`src/csport_pkg.sv`:
```
// constants for the programmable chip-select port
// Contract
// two-bit function field per pin selects mode
// read mode follows read strobe on match
// write mode follows write strobe on match
// read/write mode follows either strobe on match
// io mode drives port data low nibble
// match from base, compare length, function
// sixteen-bit base from high and low bytes
// compare length masks low address bits
// high config holds pins three and two
// low config holds pins one and zero
// polarity bits seven to four, one high
// pins two and three feed extra interrupts
// interrupt control at c0, bit-addressable
// trigger bit selects falling edge or level
// edge flag set by hardware, cleared on service
// enable gates request, priority selects level
// vectors 33h and 3bh, polled sixth, seventh
// reset: port ones, all config zero
// strobe pin idles inactive, ignores data bit
// match uses full sixteen-bit data address
package csport_pkg;
  localparam logic [7:0] ADDR_POLARITY = 8'hae;
  localparam logic [7:0] ADDR_XICTL = 8'hc0;
  localparam logic [7:0] ADDR_CFG_LOW = 8'hc2;
  localparam logic [7:0] ADDR_CFG_HIGH = 8'hc3;
  localparam logic [7:0] ADDR_PIN_DATA = 8'hd8;
  localparam logic [7:0] ADDR_B0_LOW = 8'h84;
  localparam logic [7:0] ADDR_B0_HIGH = 8'h85;
  localparam logic [7:0] ADDR_B1_LOW = 8'h94;
  localparam logic [7:0] ADDR_B1_HIGH = 8'h95;
  localparam logic [7:0] ADDR_B2_LOW = 8'hac;
  localparam logic [7:0] ADDR_B2_HIGH = 8'had;
  localparam logic [7:0] ADDR_B3_LOW = 8'hb4;
  localparam logic [7:0] ADDR_B3_HIGH = 8'hb5;
  localparam logic [7:0] RST_CFG = 8'h00;
  localparam logic [3:0] RST_PIN_DATA = 4'hf;
  localparam logic [15:0] RST_BASE = 16'h0000;
  // extra_interrupt_control bit positions
  localparam int XI_B_PRIO = 7;
  localparam int XI_B_EN = 6;
  localparam int XI_B_FLAG = 5;
  localparam int XI_B_TRIG = 4;
  localparam int XI_A_PRIO = 3;
  localparam int XI_A_EN = 2;
  localparam int XI_A_FLAG = 1;
  localparam int XI_A_TRIG = 0;
  localparam int POL_LSB = 4;
  localparam logic [7:0] VEC_IRQ_A = 8'h33;
  localparam logic [7:0] VEC_IRQ_B = 8'h3b;
  localparam int POLL_IRQ_A = 6;
  localparam int POLL_IRQ_B = 7;
  typedef enum logic [1:0] {
    FN_IO = 2'b00,
    FN_RD = 2'b01,
    FN_WR = 2'b10,
    FN_RW = 2'b11
  } pin_fn_t;
  typedef enum logic [1:0] {
    CMP_16 = 2'b00,
    CMP_15 = 2'b01,
    CMP_14 = 2'b10,
    CMP_8 = 2'b11
  } cmp_len_t;
endpackage

```
`src/strobe_cfg_if.sv`:
```
// per-pin strobe configuration carried to the decoder
`timescale 1ns/1ps
interface strobe_cfg_if;
  import csport_pkg::*;
  logic [15:0] base;
  pin_fn_t fn;
  cmp_len_t cmp;
  logic pol;
  modport src (output base, output fn, output cmp, output pol);
  modport dst (input base, input fn, input cmp, input pol);
endinterface

```
`src/chip_select_port.sv`:
```
// four-pin programmable chip-select port with extra interrupts
`timescale 1ns/1ps
module chip_select_port (
  input wire logic ref_clk,
  input wire logic arst_n,
  input wire logic sfr_wr,
  input wire logic sfr_rd,
  input wire logic [7:0] sfr_addr,
  input wire logic [7:0] sfr_wdata,
  input wire logic bit_wr,
  input wire logic [2:0] bit_sel,
  input wire logic bit_val,
  output logic [7:0] sfr_rdata_ff,
  output logic sfr_hit,
  input wire logic [15:0] xaddr,
  input wire logic xrd_n,
  input wire logic xwr_n,
  input wire logic [3:0] pin_in,
  output logic [3:0] pin_out,
  output logic [3:0] pin_oe_n,
  input wire logic irq_a_ack,
  input wire logic irq_b_ack,
  output logic irq_a_req,
  output logic irq_b_req,
  output logic irq_a_high,
  output logic irq_b_high,
  output logic [7:0] irq_a_vector,
  output logic [7:0] irq_b_vector
);
  import csport_pkg::*;
  logic rst_s1_ff;
  logic rst_n_ff;
  logic [7:0] pol_ff;
  logic [7:0] xictl_ff;
  logic [7:0] cfg_low_ff;
  logic [7:0] cfg_high_ff;
  logic [3:0] pin_data_ff;
  logic [15:0] base_ff [4];
  logic [3:0] strobe;
  logic [3:0] active;
  logic [3:0] pin_in_ff;
  logic a_pin;
  logic b_pin;
  logic a_set;
  logic b_set;
  logic [7:0] nxt_xictl;
  logic [15:0] cfg_all;
  logic [7:0] rdata;
  strobe_cfg_if cfg_bus [4] ();

  // reset released through two flops
  always_ff @(posedge ref_clk or negedge arst_n) begin
    if (!arst_n) begin
      rst_s1_ff <= 1'b0;
      rst_n_ff <= 1'b0;
    end else begin
      rst_s1_ff <= 1'b1;
      rst_n_ff <= rst_s1_ff;
    end
  end

  always_ff @(posedge ref_clk or negedge rst_n_ff) begin
    if (!rst_n_ff) begin
      pol_ff <= RST_CFG;
      cfg_low_ff <= RST_CFG;
      cfg_high_ff <= RST_CFG;
    end else if (sfr_wr) begin
      if (sfr_addr == ADDR_POLARITY) pol_ff <= {sfr_wdata[7:4], 4'h0};
      if (sfr_addr == ADDR_CFG_LOW) cfg_low_ff <= sfr_wdata;
      if (sfr_addr == ADDR_CFG_HIGH) cfg_high_ff <= sfr_wdata;
    end
  end

  always_ff @(posedge ref_clk or negedge rst_n_ff) begin
    if (!rst_n_ff) begin
      pin_data_ff <= RST_PIN_DATA;
    end else if (sfr_wr && sfr_addr == ADDR_PIN_DATA) begin
      pin_data_ff <= sfr_wdata[3:0];
    end
  end

  always_ff @(posedge ref_clk or negedge rst_n_ff) begin
    if (!rst_n_ff) begin
      for (int i = 0; i < 4; i++) begin
        base_ff[i] <= RST_BASE;
      end
    end else if (sfr_wr) begin
      case (sfr_addr)
        ADDR_B0_LOW: base_ff[0][7:0] <= sfr_wdata;
        ADDR_B0_HIGH: base_ff[0][15:8] <= sfr_wdata;
        ADDR_B1_LOW: base_ff[1][7:0] <= sfr_wdata;
        ADDR_B1_HIGH: base_ff[1][15:8] <= sfr_wdata;
        ADDR_B2_LOW: base_ff[2][7:0] <= sfr_wdata;
        ADDR_B2_HIGH: base_ff[2][15:8] <= sfr_wdata;
        ADDR_B3_LOW: base_ff[3][7:0] <= sfr_wdata;
        ADDR_B3_HIGH: base_ff[3][15:8] <= sfr_wdata;
        default: ;
      endcase
    end
  end

  // pins zero to three sit in nibbles zero to three
  assign cfg_all = {cfg_high_ff, cfg_low_ff};
  generate
    for (genvar g = 0; g < 4; g++) begin : g_pin
      logic [3:0] field;
      assign field = cfg_all[4*g +: 4];
      assign cfg_bus[g].base = base_ff[g];
      assign cfg_bus[g].fn = pin_fn_t'(field[3:2]);
      assign cfg_bus[g].cmp = cmp_len_t'(field[1:0]);
      assign cfg_bus[g].pol = pol_ff[POL_LSB + g];
      strobe_decode u_dec (
        .clk(ref_clk),
        .rst_n(rst_n_ff),
        .cfg(cfg_bus[g]),
        .xaddr(xaddr),
        .rd_n(xrd_n),
        .wr_n(xwr_n),
        .strobe_ff(strobe[g]),
        .active(active[g])
      );
      // quasi-bidirectional: only drives low actively in io mode
      assign pin_out[g] = active[g] ? strobe[g] : pin_data_ff[g];
      assign pin_oe_n[g] = active[g] ? 1'b0 : pin_data_ff[g];
    end
  endgenerate

  always_ff @(posedge ref_clk or negedge rst_n_ff) begin
    if (!rst_n_ff) begin
      pin_in_ff <= 4'hf;
    end else begin
      pin_in_ff <= pin_in;
    end
  end

  // pin 3 feeds irq a, pin 2 feeds irq b; io mode only
  assign a_pin = active[3] ? 1'b1 : pin_in[3];
  assign b_pin = active[2] ? 1'b1 : pin_in[2];
  assign a_set = xictl_ff[XI_A_TRIG] && pin_in_ff[3] && !a_pin;
  assign b_set = xictl_ff[XI_B_TRIG] && pin_in_ff[2] && !b_pin;

  always_comb begin
    nxt_xictl = xictl_ff;
    if (sfr_wr && sfr_addr == ADDR_XICTL) begin
      nxt_xictl = sfr_wdata;
    end
    if (bit_wr) begin
      nxt_xictl[bit_sel] = bit_val;
    end
    if (irq_a_ack && xictl_ff[XI_A_TRIG]) nxt_xictl[XI_A_FLAG] = 1'b0;
    if (irq_b_ack && xictl_ff[XI_B_TRIG]) nxt_xictl[XI_B_FLAG] = 1'b0;
    // set wins over any clear in the same cycle
    if (a_set) nxt_xictl[XI_A_FLAG] = 1'b1;
    if (b_set) nxt_xictl[XI_B_FLAG] = 1'b1;
  end

  always_ff @(posedge ref_clk or negedge rst_n_ff) begin
    if (!rst_n_ff) begin
      xictl_ff <= RST_CFG;
    end else begin
      xictl_ff <= nxt_xictl;
    end
  end

  // level mode requests straight from the pin
  assign irq_a_req = xictl_ff[XI_A_EN] &&
    (xictl_ff[XI_A_TRIG] ? xictl_ff[XI_A_FLAG] : !a_pin);
  assign irq_b_req = xictl_ff[XI_B_EN] &&
    (xictl_ff[XI_B_TRIG] ? xictl_ff[XI_B_FLAG] : !b_pin);
  assign irq_a_high = xictl_ff[XI_A_PRIO];
  assign irq_b_high = xictl_ff[XI_B_PRIO];
  assign irq_a_vector = VEC_IRQ_A;
  assign irq_b_vector = VEC_IRQ_B;

  always_comb begin
    sfr_hit = 1'b1;
    case (sfr_addr)
      ADDR_POLARITY: rdata = pol_ff;
      ADDR_XICTL: rdata = xictl_ff;
      ADDR_CFG_LOW: rdata = cfg_low_ff;
      ADDR_CFG_HIGH: rdata = cfg_high_ff;
      ADDR_PIN_DATA: rdata = {4'h0, pin_in};
      ADDR_B0_LOW: rdata = base_ff[0][7:0];
      ADDR_B0_HIGH: rdata = base_ff[0][15:8];
      ADDR_B1_LOW: rdata = base_ff[1][7:0];
      ADDR_B1_HIGH: rdata = base_ff[1][15:8];
      ADDR_B2_LOW: rdata = base_ff[2][7:0];
      ADDR_B2_HIGH: rdata = base_ff[2][15:8];
      ADDR_B3_LOW: rdata = base_ff[3][7:0];
      ADDR_B3_HIGH: rdata = base_ff[3][15:8];
      default: begin
        rdata = 8'h00;
        sfr_hit = 1'b0;
      end
    endcase
  end

  always_ff @(posedge ref_clk or negedge rst_n_ff) begin
    if (!rst_n_ff) begin
      sfr_rdata_ff <= 8'h00;
    end else if (sfr_rd) begin
      sfr_rdata_ff <= rdata;
    end
  end
endmodule

```
`src/strobe_decode.sv`:
```
// address compare and strobe generation for one pin
`timescale 1ns/1ps
module strobe_decode (
  input wire logic clk,
  input wire logic rst_n,
  strobe_cfg_if.dst cfg,
  input wire logic [15:0] xaddr,
  input wire logic rd_n,
  input wire logic wr_n,
  output logic strobe_ff,
  output logic active
);
  import csport_pkg::*;
  logic [15:0] mask;
  logic hit;
  logic on;
  always_comb begin
    case (cfg.cmp)
      CMP_16: mask = 16'hffff;
      CMP_15: mask = 16'hfffe;
      CMP_14: mask = 16'hfffc;
      default: mask = 16'hff00;
    endcase
  end
  // full address used, dptr or page byte alike
  assign hit = ((xaddr ^ cfg.base) & mask) == 16'h0000;
  always_comb begin
    case (cfg.fn)
      FN_RD: on = hit && !rd_n;
      FN_WR: on = hit && !wr_n;
      FN_RW: on = hit && (!rd_n || !wr_n);
      default: on = 1'b0;
    endcase
  end
  assign active = (cfg.fn != FN_IO);
  // registered for clean output; one cycle lag versus strobes
  always_ff @(posedge clk or negedge rst_n) begin
    if (!rst_n) begin
      strobe_ff <= 1'b1;
    end else begin
      strobe_ff <= on ~^ cfg.pol;
    end
  end
endmodule

```
`config.mk`:
```
export PLATFORM = sky130hd
export DESIGN_NAME = chip_select_port
export DESIGN_NICKNAME = d
export VERILOG_FILES = /design/src/csport_pkg.sv /design/src/strobe_cfg_if.sv /design/src/chip_select_port.sv /design/src/strobe_decode.sv
export SDC_FILE = /design/constraint.sdc
export NUM_CORES = 1
export LEC_CHECK = 0
export BUFFER_PORTS_ARGS = -buffer_cell sky130_fd_sc_hd__buf_2
export CAP_MARGIN = 20
export CORE_MARGIN = 10
export CORE_UTILIZATION = 54
export CTS_BUF_LIST = sky130_fd_sc_hd__clkbuf_8
export DETAILED_ROUTE_END_ITERATION = 6
export GPL_TIMING_DRIVEN = 1
export PLACE_DENSITY = 0.78
export SYNTH_ARGS = -nofsm -noshare
export SYNTH_HDL_FRONTEND = slang
export SYNTH_SLANG_ARGS = --single-unit
```
`constraint.sdc`:
```
create_clock -name ref_clk -period 3.17 [get_ports ref_clk]
set_input_delay 0.634 -clock ref_clk [delete_from_list [all_inputs] [get_ports ref_clk]]
set_output_delay 0.634 -clock ref_clk [all_outputs]
set_load 0.02 [all_outputs]
```
==> results.md <==
* Fin nets at slightly above 700
* Yosys warnings at 0
* Largest cells by area after synthesis: dfrtp_1, mux2_2, xnor2_1
* H-tree depth at 3
* Worst EP required at between 2000 and 3000 ps
* Top layer in use: met4
* Share of layout cells above drive strength 1 at 0.351
* Worst IR Drop VDD at around 0.41 mV
* Pwr Density at around 420 nW/um^2
* R2R cell count at 5
* Netlist cell types at 59
* Sequential share of the synthesized area at 0.429
* Worst slew margin at 0.495
* Total grt overflow at 0
* Pins Over Slew Limit at 0
* Clock buffer depth at 2
* Synth top area share at 0.389
* Post-synth EDFFs at 0
* DRC viols at 0
* Row Count at 40
* Layout Cells excl Fill at 810
* DRT Wirelength at 20,700 um
* Max Freq at around 360 MHz
* Status: completed
* DR WL/cell at 25.5 um
* Clock slew at reported path FFs at 90 ps
* HP Class: flop to flop
* CTS tree: built
* Placeable core region at about 12,000 um^2
* CP Launch Type: primary input
* Final Hold Vio Count at 0
* Endpoints failing setup at 0
* Pre-antenna DRT Iters at 5
* Layout area overhead at 9.87%
* FF+latch count, synth at around 110
* IO Port Bufs at 69
* P_leak at ~3.3 nW
* Initial antenna violation count at 0
* Most common cell after layout, fill and taps aside: mux2_2
* Post-CTS Setup Inserts at 0
* Placed standard-cell area at between 6000 and 7000 um^2
* Post-synth top flop: dfrtp_1
* Crit-path max FO at 16
* Crit path DAT at around 2200 ps
* Clock sinks at between 100 and 150
* # Max-Cap Violations at 0
* Tcrit/Tclk final at 0.886
* R2R Path End: sfr_rdata_ff[0]$_DFFE_PN0P_
* WL met3 at 1550 um
* Min cycle time layout at between 2000 and 3000 ps
* Unrepaired setup endpoints after global routing: false
* Vias at 5,170
* GRT Overall Usage at 0.249
* Worst Hold End: rst_n_ff$_DFF_PN0_
* CP endpoint kind: output port
* DP HPWL at between 15,000 and 20,000 um
* HP Start: rst_s1_ff$_DFF_PN0_
* Vias per cell at 6.38
* Initial core utilization at 0.549
* Initial DRC count at roughly 550
* Most frequent cells in the layout: mux2_2, dfrtp_1, buf_2, xnor2_1, nand2_1
* Register-to-Register Setup Slack at about 1200 ps
* Antenna Nets Post-Route at 0
* I/O Pins at between 80 and 90
* Syn Area/Cell at ~11 um^2
* Clk Latency, worst-skew pair at ~400 ps
* First-pass GRT wire length at approximately 31,000 um
* Cell count after synthesis at between 600 and 700
* DRT met1 WL at around 8500 um
* Cts bufs inserted at 9
* R2r startpoint: cfg_bus[3].base[0]$_DFFE_PN0P_
* Antenna cell count at 0
* Die area at about 17,000 um^2
* Pin count of the biggest net entering global routing at 61
* Least-Margin Pin Slew at 755 ps
* Vias in the first global route at approximately 5,200
* WHS Path Cells at 0
* Metal2 WL at approximately 10,000 um
* Largest area contributor in the netlist: dfrtp_1
* Setup TNS at 0 ps
* Placed Cells at between 700 and 800
* Worst Skew at about 11 ps
* Clock Root Buffer: clkbuf_8
* Die Wd at between 100 and 150 um
* Critical path type: primary input to output port
* Mapped cell area at around 6600 um^2
* Power, Total at between 3 and 4 mW
* Die height at between 100 and 150 um
* GP Congestion at ~1.0
* Final Cell Area at roughly 7200 um^2
* Asr flop ratio synth at 1.00
[how the worst max path moves through the flow]
stage	startpoint	end	slack (ps)	depth (start not counted)
after floorplan	sfr_addr[4]	sfr_hit	740	7
after global placement	sfr_addr[3]	sfr_hit	460	8
after detailed placement	sfr_addr[5]	sfr_hit	430	6
after CTS	sfr_addr[5]	sfr_hit	440	6
after global routing	sfr_addr[5]	sfr_hit	190	6
final	sfr_addr[5]	sfr_hit	360	6
[flip-flops by register name, indices dropped and copies added (netlist names)]
register	cells
cfg_bus.base	64
cfg_high_ff	8
cfg_low_ff	8
g_pin.u_dec.strobe_ff	4
pin_data_ff	4
pin_in_ff	2
pol_ff	4
rst_n_ff	1
rst_s1_ff	1
sfr_rdata_ff	8
xictl_ff	8
[critical path: stages]
cell and delay [ps]:
buf_2 210, nand4bb_1 360, nor4_1 560, a221oi_1 110, nand3_1 120, buf_2 170
[timing repair]
item,in CTS,in global routing
hold buffers,1,0
endpoints found under the hold margin,2,0
resized for setup,0,0
[power breakdown]
group	switching, mW	leakage, nW	total (mW)	internal [mW]
sequential	0.114	1.49	1.63	1.52
combinational	0.290	1.66	0.504	0.214
clock	0.486	0.109	0.893	0.407
total	0.890	3.26	3.03	2.14
[layout make-up]
cell class                      count  area, um^2
Fill cell                        1016        4750
Multi-Input combinational cell    441        3480
Sequential cell                   112        2820
Timing Repair Buffer               87         495
Tap cell                          147         184
Clock buffer                       11         151
Clock inverter                      5        53.8
Inverter                            7        26.3
[cell usage after synthesis, types with 3 or more instances]
master,n
mux2_2,111
dfrtp_1,102
xnor2_1,58
clkbuf_1,31
nand2_1,29
o21ai_0,24
nand3_1,22
a22oi_1,21
buf_4,17
nor2_1,14
a21oi_1,13
nand4_1,12
mux2i_1,11
nor3b_1,11
dfstp_2,10
nor3_1,10
xor2_1,10
buf_2,9
nor4_1,8
inv_1,6
nand2b_1,5
o22ai_1,5
nand4b_1,4
nor2b_1,4
nor4bb_1,4
nand3_2,3
o2bb2ai_1,3
or4_1,3
[per-stage QoR]
step | util | hold WS (ps) | setup slack [ps]
after global placement | 0.585 | 337 | 457
after global routing | 0.603 | 368 | 192
after CTS | 0.603 | 358 | 436
after floorplan | - | 331 | 740
after detailed placement | 0.585 | 336 | 433
final | 0.603 | 354 | 363
[metal layers]
metal,GRT usage,up-vias
li1,-,2266
met1,0.312,2602
met2,0.409,248
met3,0.0596,54
met4,0.0880,0
met5,0,-
[kinds of logic (layout without fill, tap and decap cells)]
| kind of cell | after synthesis | count (layout) | synth area share |
|---|---|---|---|
| other | 2 | 17 | 0.00114 |
| muxes | 122 | 122 | 0.207 |
| DFF | 112 | 112 | 0.429 |
| AOI/OAI and AO/OA | 91 | 91 | 0.0944 |
| buffers and inverters | 66 | 110 | 0.0492 |
| and+or+nand+nor | 143 | 143 | 0.128 |
| xor gates and xnor gates | 68 | 68 | 0.0907 |
Note: power is estimated with default switching activity, not from simulation.
